--- src/core/fcpwm_pkg.sv ---
// constants, register map and carrier types for the five channel modulator
// assumes a single aclk domain and an axi4-lite master that keeps to its protocol
package fcpwm_pkg;

  // ****************************************************************
  // sizes
  // ****************************************************************
  localparam int FCPWM_NCH = 5;
  localparam int FCPWM_ADDR_W = 8;
  localparam int FCPWM_DATA_W = 32;
  localparam int FCPWM_REG_W = 8;

  // ****************************************************************
  // register byte addresses
  // ****************************************************************
  localparam logic [7:0] FCPWM_OFS_CTRL1 = 8'h00;
  localparam logic [7:0] FCPWM_OFS_CTRL2 = 8'h04;
  localparam logic [7:0] FCPWM_OFS_PRESC = 8'h08;
  localparam logic [7:0] FCPWM_OFS_DUTY0 = 8'h0c;
  localparam logic [7:0] FCPWM_OFS_DUTY4 = 8'h1c;
  localparam logic [7:0] FCPWM_OFS_COUNT = 8'h20;
  localparam logic [7:0] FCPWM_WORD_MASK = 8'hfc;
  localparam int FCPWM_WORD_SHIFT = 2;

  // ****************************************************************
  // field positions
  // ****************************************************************
  localparam int FCPWM_RUN_POS [4] = '{0, 1, 4, 5};
  localparam int FCPWM_PIN_POS [4] = '{2, 3, 6, 7};
  localparam int FCPWM_CH4 = 4;
  localparam int FCPWM_CH4_RUN_POS = 0;
  localparam int FCPWM_CH4_PIN_POS = 2;
  localparam int FCPWM_PIN_BASE = 3;
  localparam logic [7:0] FCPWM_CTRL2_MASK = 8'h05;

  // ****************************************************************
  // reset values and counter step
  // ****************************************************************
  localparam logic [7:0] FCPWM_CTRL1_RST = 8'h00;
  localparam logic [7:0] FCPWM_CTRL2_RST = 8'h00;
  localparam logic [7:0] FCPWM_PRESC_RST = 8'h00;
  localparam logic [7:0] FCPWM_DUTY_RST = 8'h00;
  localparam logic [7:0] FCPWM_COUNT_RST = 8'h00;
  localparam logic [7:0] FCPWM_COUNT_STEP = 8'h01;

  // ****************************************************************
  // bus answers
  // ****************************************************************
  localparam logic [1:0] FCPWM_RESP_OKAY = 2'h0;
  localparam logic [1:0] FCPWM_RESP_SLVERR = 2'h2;
  localparam logic [31:0] FCPWM_RDATA_ZERO = 32'h0000_0000;
  localparam logic [23:0] FCPWM_RDATA_PAD = 24'h00_0000;

  // ****************************************************************
  // carriers
  // ****************************************************************
  typedef struct packed {
    logic run;
    logic pin;
    logic [7:0] duty;
  } fcpwm_chan_cfg_s;

  typedef struct packed {
    logic [7:0] addr;
    logic [7:0] data;
    logic strb;
  } fcpwm_wr_s;

endpackage

--- src/core/fcpwm_top.sv ---
// five channel pulse width modulator with an axi4-lite register slave
// assumes one clock aclk with synchronous active low reset aresetn;
// port i/o logic outside supplies the general purpose levels for the pins
module fcpwm_top
  import fcpwm_pkg::*;
(
  input wire logic aclk,
  input wire logic aresetn,
  input wire logic [7:0] awaddr,
  input wire logic [2:0] awprot,
  input wire logic awvalid,
  output logic awready,
  input wire logic [31:0] wdata,
  input wire logic [3:0] wstrb,
  input wire logic wvalid,
  output logic wready,
  output logic [1:0] bresp,
  output logic bvalid,
  input wire logic bready,
  input wire logic [7:0] araddr,
  input wire logic [2:0] arprot,
  input wire logic arvalid,
  output logic arready,
  output logic [31:0] rdata,
  output logic [1:0] rresp,
  output logic rvalid,
  input wire logic rready,
  input wire logic [4:0] gpio_level,
  output logic [4:0] port1_pin_q,
  output logic [4:0] port1_pwm_sel_q
);

  // ****************************************************************
  // register state
  // ****************************************************************
  logic [7:0] modulator_control_first_q;
  logic [7:0] modulator_control_second_q;
  logic [7:0] period_prescaler_value_q;
  logic [7:0] duty_q [FCPWM_NCH];
  logic [7:0] presc_cnt_q;
  logic [7:0] count_q;

  // ****************************************************************
  // bus handshake state
  // ****************************************************************
  logic awready_q;
  logic wready_q;
  logic aw_got_q;
  logic w_got_q;
  logic [7:0] aw_addr_q;
  logic [7:0] w_data_q;
  logic w_strb_q;
  logic bvalid_q;
  logic [1:0] bresp_q;
  logic arready_q;
  logic rvalid_q;
  logic [31:0] rdata_q;
  logic [1:0] rresp_q;

  fcpwm_wr_s wr;
  logic wr_fire;
  logic wr_hit;
  logic [7:0] wr_word;
  logic [7:0] rd_word;
  logic [7:0] duty_idx_w;
  logic [7:0] duty_idx_r;

  assign awready = awready_q;
  assign wready = wready_q;
  assign bvalid = bvalid_q;
  assign bresp = bresp_q;
  assign arready = arready_q;
  assign rvalid = rvalid_q;
  assign rdata = rdata_q;
  assign rresp = rresp_q;

  // ****************************************************************
  // write address and data capture
  // ****************************************************************
  // address and data are taken in either order; each ready drops once
  // its item is held and rises again only after the response is taken
  always_ff @(posedge aclk) begin
    if (!aresetn) begin
      awready_q <= 1'b1;
      aw_got_q <= 1'b0;
      aw_addr_q <= 8'h00;
    end else if (awvalid && awready_q) begin
      awready_q <= 1'b0;
      aw_got_q <= 1'b1;
      aw_addr_q <= awaddr;
    end else if (wr_fire) begin
      aw_got_q <= 1'b0;
    end else if (bvalid_q && bready) begin
      awready_q <= 1'b1;
    end
  end

  always_ff @(posedge aclk) begin
    if (!aresetn) begin
      wready_q <= 1'b1;
      w_got_q <= 1'b0;
      w_data_q <= 8'h00;
      w_strb_q <= 1'b0;
    end else if (wvalid && wready_q) begin
      wready_q <= 1'b0;
      w_got_q <= 1'b1;
      w_data_q <= wdata[7:0];
      w_strb_q <= wstrb[0];
    end else if (wr_fire) begin
      w_got_q <= 1'b0;
    end else if (bvalid_q && bready) begin
      wready_q <= 1'b1;
    end
  end

  // ****************************************************************
  // write decode
  // ****************************************************************
  assign wr_fire = aw_got_q && w_got_q && !bvalid_q;
  assign wr = '{addr: aw_addr_q & FCPWM_WORD_MASK, data: w_data_q, strb: w_strb_q};
  assign wr_word = wr.addr;
  assign duty_idx_w = (wr_word - FCPWM_OFS_DUTY0) >> FCPWM_WORD_SHIFT;

  // the counter word is read only; writing it is accepted and dropped
  always_comb begin
    wr_hit = 1'b0;
    if (wr_word == FCPWM_OFS_CTRL1) begin
      wr_hit = 1'b1;
    end else if (wr_word == FCPWM_OFS_CTRL2) begin
      wr_hit = 1'b1;
    end else if (wr_word == FCPWM_OFS_PRESC) begin
      wr_hit = 1'b1;
    end else if (wr_word >= FCPWM_OFS_DUTY0 && wr_word <= FCPWM_OFS_DUTY4) begin
      wr_hit = 1'b1;
    end else if (wr_word == FCPWM_OFS_COUNT) begin
      wr_hit = 1'b1;
    end
  end

  // write response, held until the master takes it
  always_ff @(posedge aclk) begin
    if (!aresetn) begin
      bvalid_q <= 1'b0;
      bresp_q <= FCPWM_RESP_OKAY;
    end else if (wr_fire) begin
      bvalid_q <= 1'b1;
      bresp_q <= wr_hit ? FCPWM_RESP_OKAY : FCPWM_RESP_SLVERR;
    end else if (bvalid_q && bready) begin
      bvalid_q <= 1'b0;
    end
  end

  // ****************************************************************
  // control registers
  // ****************************************************************
  // only byte lane 0 carries register bits; other lanes are ignored
  always_ff @(posedge aclk) begin
    if (!aresetn) begin
      modulator_control_first_q <= FCPWM_CTRL1_RST;
    end else if (wr_fire && wr.strb && wr_word == FCPWM_OFS_CTRL1) begin
      modulator_control_first_q <= wr.data;
    end
  end

  // unassigned bits of the second control word are not stored
  always_ff @(posedge aclk) begin
    if (!aresetn) begin
      modulator_control_second_q <= FCPWM_CTRL2_RST;
    end else if (wr_fire && wr.strb && wr_word == FCPWM_OFS_CTRL2) begin
      modulator_control_second_q <= wr.data & FCPWM_CTRL2_MASK;
    end
  end

  always_ff @(posedge aclk) begin
    if (!aresetn) begin
      period_prescaler_value_q <= FCPWM_PRESC_RST;
    end else if (wr_fire && wr.strb && wr_word == FCPWM_OFS_PRESC) begin
      period_prescaler_value_q <= wr.data;
    end
  end

  // duty words sit at consecutive aligned addresses, one per channel
  always_ff @(posedge aclk) begin
    if (!aresetn) begin
      for (int i = 0; i < FCPWM_NCH; i++) begin
        duty_q[i] <= FCPWM_DUTY_RST;
      end
    end else if (wr_fire && wr.strb && wr_word >= FCPWM_OFS_DUTY0 &&
                 wr_word <= FCPWM_OFS_DUTY4) begin
      duty_q[duty_idx_w[2:0]] <= wr.data;
    end
  end

  // ****************************************************************
  // read channel
  // ****************************************************************
  assign rd_word = araddr & FCPWM_WORD_MASK;
  assign duty_idx_r = (rd_word - FCPWM_OFS_DUTY0) >> FCPWM_WORD_SHIFT;

  // data is sampled at the address handshake, answered on that same edge
  always_ff @(posedge aclk) begin
    if (!aresetn) begin
      arready_q <= 1'b1;
      rvalid_q <= 1'b0;
      rdata_q <= FCPWM_RDATA_ZERO;
      rresp_q <= FCPWM_RESP_OKAY;
    end else if (arvalid && arready_q) begin
      arready_q <= 1'b0;
      rvalid_q <= 1'b1;
      rresp_q <= FCPWM_RESP_OKAY;
      if (rd_word == FCPWM_OFS_CTRL1) begin
        rdata_q <= {FCPWM_RDATA_PAD, modulator_control_first_q};
      end else if (rd_word == FCPWM_OFS_CTRL2) begin
        rdata_q <= {FCPWM_RDATA_PAD, modulator_control_second_q};
      end else if (rd_word == FCPWM_OFS_PRESC) begin
        rdata_q <= {FCPWM_RDATA_PAD, period_prescaler_value_q};
      end else if (rd_word >= FCPWM_OFS_DUTY0 && rd_word <= FCPWM_OFS_DUTY4) begin
        rdata_q <= {FCPWM_RDATA_PAD, duty_q[duty_idx_r[2:0]]};
      end else if (rd_word == FCPWM_OFS_COUNT) begin
        rdata_q <= {FCPWM_RDATA_PAD, count_q};
      end else begin
        rdata_q <= FCPWM_RDATA_ZERO;
        rresp_q <= FCPWM_RESP_SLVERR;
      end
    end else if (rvalid_q && rready) begin
      rvalid_q <= 1'b0;
      arready_q <= 1'b1;
    end
  end

  // ****************************************************************
  // shared time base
  // ****************************************************************
  logic any_run;
  logic tick;
  fcpwm_chan_cfg_s cfg [FCPWM_NCH];

  // the time base halts and clears when no channel runs, so the first
  // period after an enable with all channels stopped starts from counter zero
  assign any_run = cfg[0].run | cfg[1].run | cfg[2].run | cfg[3].run | cfg[4].run;
  // at or above, so lowering the prescaler mid-count cannot run it past
  // the new value and round the full 8-bit range before the next tick
  assign tick = (presc_cnt_q >= period_prescaler_value_q);

  // prescaler: one tick every value plus one clocks
  always_ff @(posedge aclk) begin
    if (!aresetn) begin
      presc_cnt_q <= FCPWM_COUNT_RST;
    end else if (!any_run || tick) begin
      presc_cnt_q <= FCPWM_COUNT_RST;
    end else begin
      presc_cnt_q <= presc_cnt_q + FCPWM_COUNT_STEP;
    end
  end

  // period counter wraps naturally at its 8-bit width
  always_ff @(posedge aclk) begin
    if (!aresetn) begin
      count_q <= FCPWM_COUNT_RST;
    end else if (!any_run) begin
      count_q <= FCPWM_COUNT_RST;
    end else if (tick) begin
      count_q <= count_q + FCPWM_COUNT_STEP;
    end
  end

  // ****************************************************************
  // channel configuration and instances
  // ****************************************************************
  // channels 0 to 3 from the first control word, channel 4 from the second
  generate
    for (genvar c = 0; c < FCPWM_CH4; c++) begin : g_cfg
      assign cfg[c] = '{run: modulator_control_first_q[FCPWM_RUN_POS[c]],
                        pin: modulator_control_first_q[FCPWM_PIN_POS[c]],
                        duty: duty_q[c]};
    end
  endgenerate

  assign cfg[FCPWM_CH4] = '{run: modulator_control_second_q[FCPWM_CH4_RUN_POS],
                            pin: modulator_control_second_q[FCPWM_CH4_PIN_POS],
                            duty: duty_q[FCPWM_CH4]};

  // channel c drives port-1 bit c directly; the pin base is not used
  generate
    for (genvar c = 0; c < FCPWM_NCH; c++) begin : g_ch
      fcpwm_channel u_ch (
        .aclk(aclk),
        .aresetn(aresetn),
        .cfg(cfg[c]),
        .count(count_q),
        .gpio_level(gpio_level[c]),
        .pin_q(port1_pin_q[c]),
        .pwm_sel_q(port1_pwm_sel_q[c])
      );
    end
  endgenerate

endmodule

--- src/core/fcpwm_channel.sv ---
// one modulator channel: compare against the shared counter, then pin select
// assumes the counter and configuration come from the same aclk domain
module fcpwm_channel
  import fcpwm_pkg::*;
(
  input wire logic aclk,
  input wire logic aresetn,
  input wire fcpwm_chan_cfg_s cfg,
  input wire logic [7:0] count,
  input wire logic gpio_level,
  output logic pin_q,
  output logic pwm_sel_q
);

  // ****************************************************************
  // waveform
  // ****************************************************************
  logic wave;

  // a stopped channel idles low so a later pin hand-over starts clean
  always_comb begin
    wave = 1'b0;
    if (cfg.run) begin
      wave = (cfg.duty > count);
    end
  end

  // pin level registered, so the pin never sees compare glitches
  always_ff @(posedge aclk) begin
    if (!aresetn) begin
      pin_q <= 1'b0;
      pwm_sel_q <= 1'b0;
    end else begin
      pin_q <= cfg.pin ? wave : gpio_level;
      pwm_sel_q <= cfg.pin;
    end
  end

endmodule

--- config.mk ---
export PLATFORM = sky130hd
export DESIGN_NAME = fcpwm_top
export DESIGN_NICKNAME = d
export VERILOG_FILES = /design/src/core/fcpwm_pkg.sv /design/src/core/fcpwm_top.sv /design/src/core/fcpwm_channel.sv
export SDC_FILE = /design/constraint.sdc
export NUM_CORES = 1
export LEC_CHECK = 0
export BUFFER_PORTS_ARGS = -buffer_cell sky130_fd_sc_hd__buf_2
export CAP_MARGIN = 10
export CORE_ASPECT_RATIO = 2
export CORE_UTILIZATION = 45
export CTS_BUF_LIST = sky130_fd_sc_hd__clkbuf_4 sky130_fd_sc_hd__clkbuf_8
export DETAILED_ROUTE_END_ITERATION = 12
export GPL_TIMING_DRIVEN = 0
export PLACE_DENSITY = 0.76
export SKIP_CTS_REPAIR_TIMING = 1
export SYNTH_ARGS = -nofsm -noshare
export SYNTH_HDL_FRONTEND = slang
export SYNTH_SLANG_ARGS = --single-unit
--- constraint.sdc ---
create_clock -name aclk -period 3.7 [get_ports aclk]
set_input_delay 0.74 -clock aclk [delete_from_list [all_inputs] [get_ports aclk]]
set_output_delay 0.74 -clock aclk [all_outputs]
set_load 0.005 [all_outputs]
# After elaboration in Yosys (flattened, before gate mapping)
# Memories as Yosys holds them, arrays and structs flattened.
# Index checks and enable logic that the tools add are counted.
# word_totals
wordCells	133
latch_bits	0
mem_bits_rw	40
mem_count	1
rom_bits	0
regBits	104
output_inout_bits	51
# classes
reduce_logical	31
eq_ne	8
magnitude_cmp	10
addsub	4
n_mul	0
bitwise	5
muxes	46
shift	0
div	0
# memory_table
memory	depth	word_bits	read_ports	rd_ports_with_merged_regs	write_ports	line_no	source
duty_q	5	8	6	0	5	fcpwm_top.sv:39	logic [7:0] duty_q [FCPWM_NCH];
# op_table
op	count
two-way mux 8 bit	6
greater-than comparator 8 bit	5
two-way mux 1 bit	33
adder 8 x 1 -> 8 bit, second input constant	2
greater-or-equal comparator 8 x 4 -> 1 bit, second input constant	2
<= comparator 8 x 5 -> 1 bit, second input constant	2
logical NOT 8 bit	2
logical AND 1 bit	15
equality test 6 x 1 -> 1 bit, second input constant	2
equality test 6 x 2 -> 1 bit, second input constant	2
equality test 6 x 4 -> 1 bit, second input constant	2
two-way mux 2 bit	6
nonzero test 2 bit	6
subtractor 5 x 4 -> 5 bit, second input constant	2
greater-or-equal comparator 8 bit	1
OR reduction 8 bit	1
AND reduction 2 bit	3
!= test 2 x 1 -> 1 bit, second input constant	2
OR 1 bit	4
two-way mux 3 bit	1
logical NOT 1 bit	2
OR reduction 2 bit	1
logical OR 1 bit	1
NOT 1 bit	1

# Longest topological paths before layout
# depth
ltp_word	10
depth_mapped	10
mapped_depth_nobuf	7

# By module
# From an unflattened synthesis, not the netlist that was laid out.
# unflattened
cells_unflattened	737
area_unflattened_um2	7606.0
# modules_own_cells
mod	cells_each	n_inst	area_each_um2
fcpwm_top	567	1	6236.0
fcpwm_channel	34	5	274.0

# Worst setup path after synthesis
# No wires, ideal clock.
# synth_timing
path_type	in2reg
startpoint	in araddr[2]
endpoint	reg rdata_q[7] (netlist: rdata[7])
t_required_ns	3.572
cell_stages	10
setup_slack_ns	0.907
n_path_buf	4
arrival_ns	2.665
cell_sequence	buf_2 -> buf_4 -> inv_1 -> ha_1 -> buf_2 -> buf_2 -> mux4_2 -> mux2_2 -> o211ai_1 -> a21oi_1
# synth_between
elab_chain_len	6
elab_cells_between_ends	14
classes_between	add/sub (1); order compare (2); eq/ne (3); mux (5); reduce/logical (2); memory (1)
# synth_lines
item	line_no	source
from (decl)	fcpwm_top.sv:20	input wire logic [7:0] araddr,
subtractor 5 x 4 -> 5 bit (tied with other cells)	fcpwm_top.sv:198	assign duty_idx_r = (rd_word - FCPWM_OFS_DUTY0) >> FCPWM_WORD_SHIFT;
memory (5 x 8 bit) (tied with other cells)	n/a	
two-way mux 8 bit	fcpwm_top.sv:217	end else if (rd_word >= FCPWM_OFS_DUTY0 && rd_word <= FCPWM_OFS_DUTY4) begin
two-way mux 8 bit	fcpwm_top.sv:215	end else if (rd_word == FCPWM_OFS_PRESC) begin
two-way mux 8 bit	fcpwm_top.sv:213	end else if (rd_word == FCPWM_OFS_CTRL2) begin
two-way mux 8 bit *	fcpwm_top.sv:211	if (rd_word == FCPWM_OFS_CTRL1) begin
to (signal assigned)	fcpwm_top.sv:212	rdata_q <= {FCPWM_RDATA_PAD, modulator_control_first_q};
to (signal assigned)	fcpwm_top.sv:214	rdata_q <= {FCPWM_RDATA_PAD, modulator_control_second_q};
to (signal assigned)	fcpwm_top.sv:216	rdata_q <= {FCPWM_RDATA_PAD, period_prescaler_value_q};
to (decl)	fcpwm_top.sv:57	logic [31:0] rdata_q;
# Mark *: on every way between the ends. The rest lies on a longest branch, timed or not.
# A chain may end at the register's enable or synchronous reset.

# Worst setup path in the final report
# Ends and elaborated chain as after synthesis.

==> metrics.md <==
| Metric | Value |
|---|---|
| Setup CP Type | `input pin to flip-flop` |
| DR pass1 iterations | `7` |
| Placed instance area | `0.00819 mm²` |
| Slew HR | `between 20 and 25%` |
| Num Clock Sinks | `140` |
| Xor/xnor share of the synthesized area | `~1.2%` |
| Period Utilization, post-route | `82.1%` |
| Number of remaining DRC errors | `0` |
| GRT Total Usage | `23.8%` |
| Critical path buffers and inverters | `6` |
| Slowest CP cell | `mux4_2` |
| H-tree depth | `4` |
| Area Growth Syn to Fin | `14.0%` |
| Fillers | `around 1400` |
| Initial antenna violation count | `0` |
| Total Nets Final | `roughly 960` |
| Crit Reg-Reg Startpoint | `aw_addr_q[2]` |
| Worst path depth | `11` |
| CP endpoint kind | `flip-flop` |
| Initial Util | `~46%` |
| WP data arrival | `~3.4 ns` |
| Core footprint | `0.0164 mm²` |
| Syn. warnings | `0` |
| First-pass GRT wire length | `29.4 mm` |
| Final TNS setup | `0 ns` |
| Worst-margin pin slew | `approximately 1.2 ns` |
| Compound-Gate Fraction of Synth Area | `a little over an eighth` |
| Clock Power Share | `39.0%` |
| Largest family of logic cells by synthesized area | `simple AND/OR/NAND/NOR gates` |
| Post-Synth Adder-Cell Area | `under 10%` |
| Worst setup path startpoint | `araddr[2]` |
| I/O Pins | `~120` |
| Final max-slew violation count | `0` |
| Global route overflow | `0` |
| Layout cell share with drive strength beyond 1 | `19.4%` |
| Storage cell area | `0.00344 mm²` |
| Synth Instances | `roughly 730` |
| Inserted Clock Buffers | `17` |
| Syn avg cell area | `just over 10 µm²` |
| Post-synth ARST share | `0%` |
| Worst setup SP type | `input pin` |
| CTS tree | `done` |
| Initial DRC count | `approximately 400` |
| Non-Filler Instances | `~1100` |
| Post-synth EDFFs | `64` |
| CP Cell Sequence | `buf_2 > buf_2 > buf_4 > inv_1 > ha_1 > buf_2 > buf_2 > mux4_2 > mux2_2 > o211ai_1 > a21oi_1` |
| Design area | `around 0.0086 mm²` |
| FF+latch count, synth | `between 100 and 150` |
| Hold WS | `approximately 0.47 ns` |
| Max-cap violations | `0` |
| Multi-input logic area | `roughly 0.0037 mm²` |
| PnR worst setup slack | `between 0.6 and 0.7 ns` |
| Placement Setup Slack | `0.199 ns` |
| Crit-path leading delay family | `buffers and inverters` |
| Clk root buf | `clkbuf_8` |
| Ys flop type | `dfxtp_1` |
| Unrepaired setup endpoints after global routing | `false` |
| Die span in y | `185 µm` |
| Status | `completed` |
| Finished Core Util | `between 50% and 60%` |
| Worst-Skew Late Latency | `about 0.46 ns` |
| Synthesized area | `approximately 0.0076 mm²` |
| Critical Path End | `rdata[7]` |
| Reg clk slew, reported paths | `about 0.09 ns` |
| DP Cell Count | `a little over 1000` |
| Total Power | `around 3.3 mW` |
| Internal power | `~2.4 mW` |
| CP Data Required Time | `between 4 and 5 ns` |
| Vias in the first global route | `5696` |
| Vias per cell | `about 5.5` |
| Final setup vio count | `0` |
| Distinct cell type count after synthesis | `53` |
| Die X-Extent | `between 90 and 100 µm` |
| Min Tclk post-route | `between 3 and 4 ns` |
| Routed Antenna Nets | `0` |
| Logic pwr share | `about a tenth` |
| Flop pwr share | `51.6%` |
| Final hold violations | `0` |
| Worst min path class | `flip-flop to flip-flop` |
| Pwr dens | `384 mW/mm²` |
| R2r setup slk | `1.07 ns` |
| NetSw | `between 0.8 and 0.9 mW` |
| Buffers on Ports | `57` |
| Largest net degree at the start of global routing | `17` |
| Diodes inserted | `0` |
| CP peak stage delay | `roughly 0.4 ns` |
| Highest clock rate | `around 330 MHz` |
| Gp weighted congestion | `around 0.94` |
| FF-to-FF path depth | `4` |
| Layout Skew | `between 0.015 and 0.02 ns` |
| Crit path max fanout | `10` |
| Die area | `roughly 0.017 mm²` |
| Lkg Pwr | `~3.4 nW` |
| Rows | `66` |
| Sw Ratio | `a little over a quarter` |
| Most frequent cells in the layout | `87 x nand2_1, 76 x dfxtp_1, 64 x buf_2, 64 x edfxtp_1, 60 x ha_1` |
| Leading cell type in the layout, fill and taps excluded | `nand2_1` |
| Max VDD drop | `roughly 0.19 mV` |
| Worst-case clock buffer depth | `2` |
| DP HPWL | `between 15 and 20 mm` |
| Worst r2r dst | `duty_q[3][1]` |
| Cell mode on critical path | `buf_2` |
| Avg WL per Cell | `between 15 and 20 µm` |
| Post-synthesis sequential area ratio | `a little under half` |
| Simple-Gate Fraction of Synth Area | `about 17%` |
| Post-synthesis mux area share | `roughly 6.5%` |
| Final WL | `approximately 20 mm` |
| DR vias | `approximately 5800` |
-- final cells by class --
class,instances,share of cell area (%)
clock inverter,13,1.82
inverter,35,1.53
timing repair buffer,59,3.43
clock buffer,19,2.96
sequential,140,40.0
buffer,60,4.39
tap,204,2.96
multi-input combinational,521,42.9
-- worst min path at each step --
stage / from / to / depth (start not counted)
after global placement: rresp[1] / rresp[1] / 2
after floorplan: w_strb_q / w_strb_q / 2
after global routing: w_strb_q / w_strb_q / 2
after detailed placement: rresp[1] / rresp[1] / 2
after CTS: rresp[1] / rresp[1] / 2
final: rresp[1] / rresp[1] / 2
-- state kept, by name, indices dropped and copies added (netlist names), 6 cells and up --
signal                     flops
aw_addr_q                      6
modulator_control_first_q      8
w_data_q                       8
rdata                          8
count_q                        8
duty_q                        64
presc_cnt_q                    8
period_prescaler_value_q       8
-- per-layer routing --
layer,routed length (µm),vias to the layer above,global-route usage (%)
met1,6480,2682,21.1
met3,1020,98,4.31
li1,-,2784,-
met5,0,-,0
met4,1840,0,22.7
met2,10500,255,43.5
-- synthesized netlist by cell type (2+ instances only) --
cell / n / area (µm²)
a211oi_1: 8 / 60.1
a21boi_0: 20 / 150
a21boi_1: 20 / 150
a21o_1: 6 / 45.0
a21oi_1: 25 / 125
a221oi_1: 10 / 87.6
a22o_1: 6 / 52.6
a32o_1: 2 / 20.0
and2_1: 49 / 307
and3_1: 2 / 12.5
and4b_1: 2 / 20.0
buf_2: 5 / 25.0
buf_4: 37 / 278
clkbuf_1: 16 / 60.1
dfxtp_1: 76 / 1520
edfxtp_1: 64 / 1920
ha_1: 60 / 751
inv_1: 35 / 131
mux2_2: 6 / 67.6
mux2i_1: 6 / 60.1
mux4_2: 16 / 360
nand2_1: 87 / 327
nand2b_1: 5 / 31.3
nand3_1: 41 / 205
nand3b_1: 5 / 37.5
nand4_1: 6 / 37.5
nor2_1: 24 / 90.1
nor2b_1: 2 / 12.5
nor3_1: 18 / 90.1
o211ai_1: 7 / 52.6
o21a_4: 2 / 30.0
o21ai_0: 24 / 120
o21ai_1: 6 / 30.0
o22ai_1: 3 / 18.8
o31ai_1: 4 / 30.0
o41ai_1: 2 / 17.5
or3_1: 3 / 18.8
xnor2_1: 2 / 17.5
xor2_1: 5 / 43.8
-- kinds of logic after synthesis --
logic type               count (synthesis)
AO/OA/AOI/OAI                          148
XOR/XNOR                                 8
adder cells (fa/ha/maj)                 60
buffers and inverters                   95
flip-flops                             140
multiplexers                            28
other                                    1
AND/OR/NAND/NOR                        251
-- worst reg2reg max path: stages (launching register included) --
cell	delay, ns
dfxtp_1	0.51
ha_1	0.22
xor2_1	0.22
nand4_1	0.29
o21ai_0	0.99
-- power groups by stage --
stage	registers [mW]	clock network [mW]	logic, mW
2_1_floorplan	1.72	0	0.209
3_3_place_gp	1.74	0	0.302
3_5_place_dp	1.74	0	0.306
4_1_cts	1.70	1.29	0.308
5_1_grt	1.71	1.36	0.339
6_report	1.70	1.29	0.311
Power figures use the tool's default switching activity.
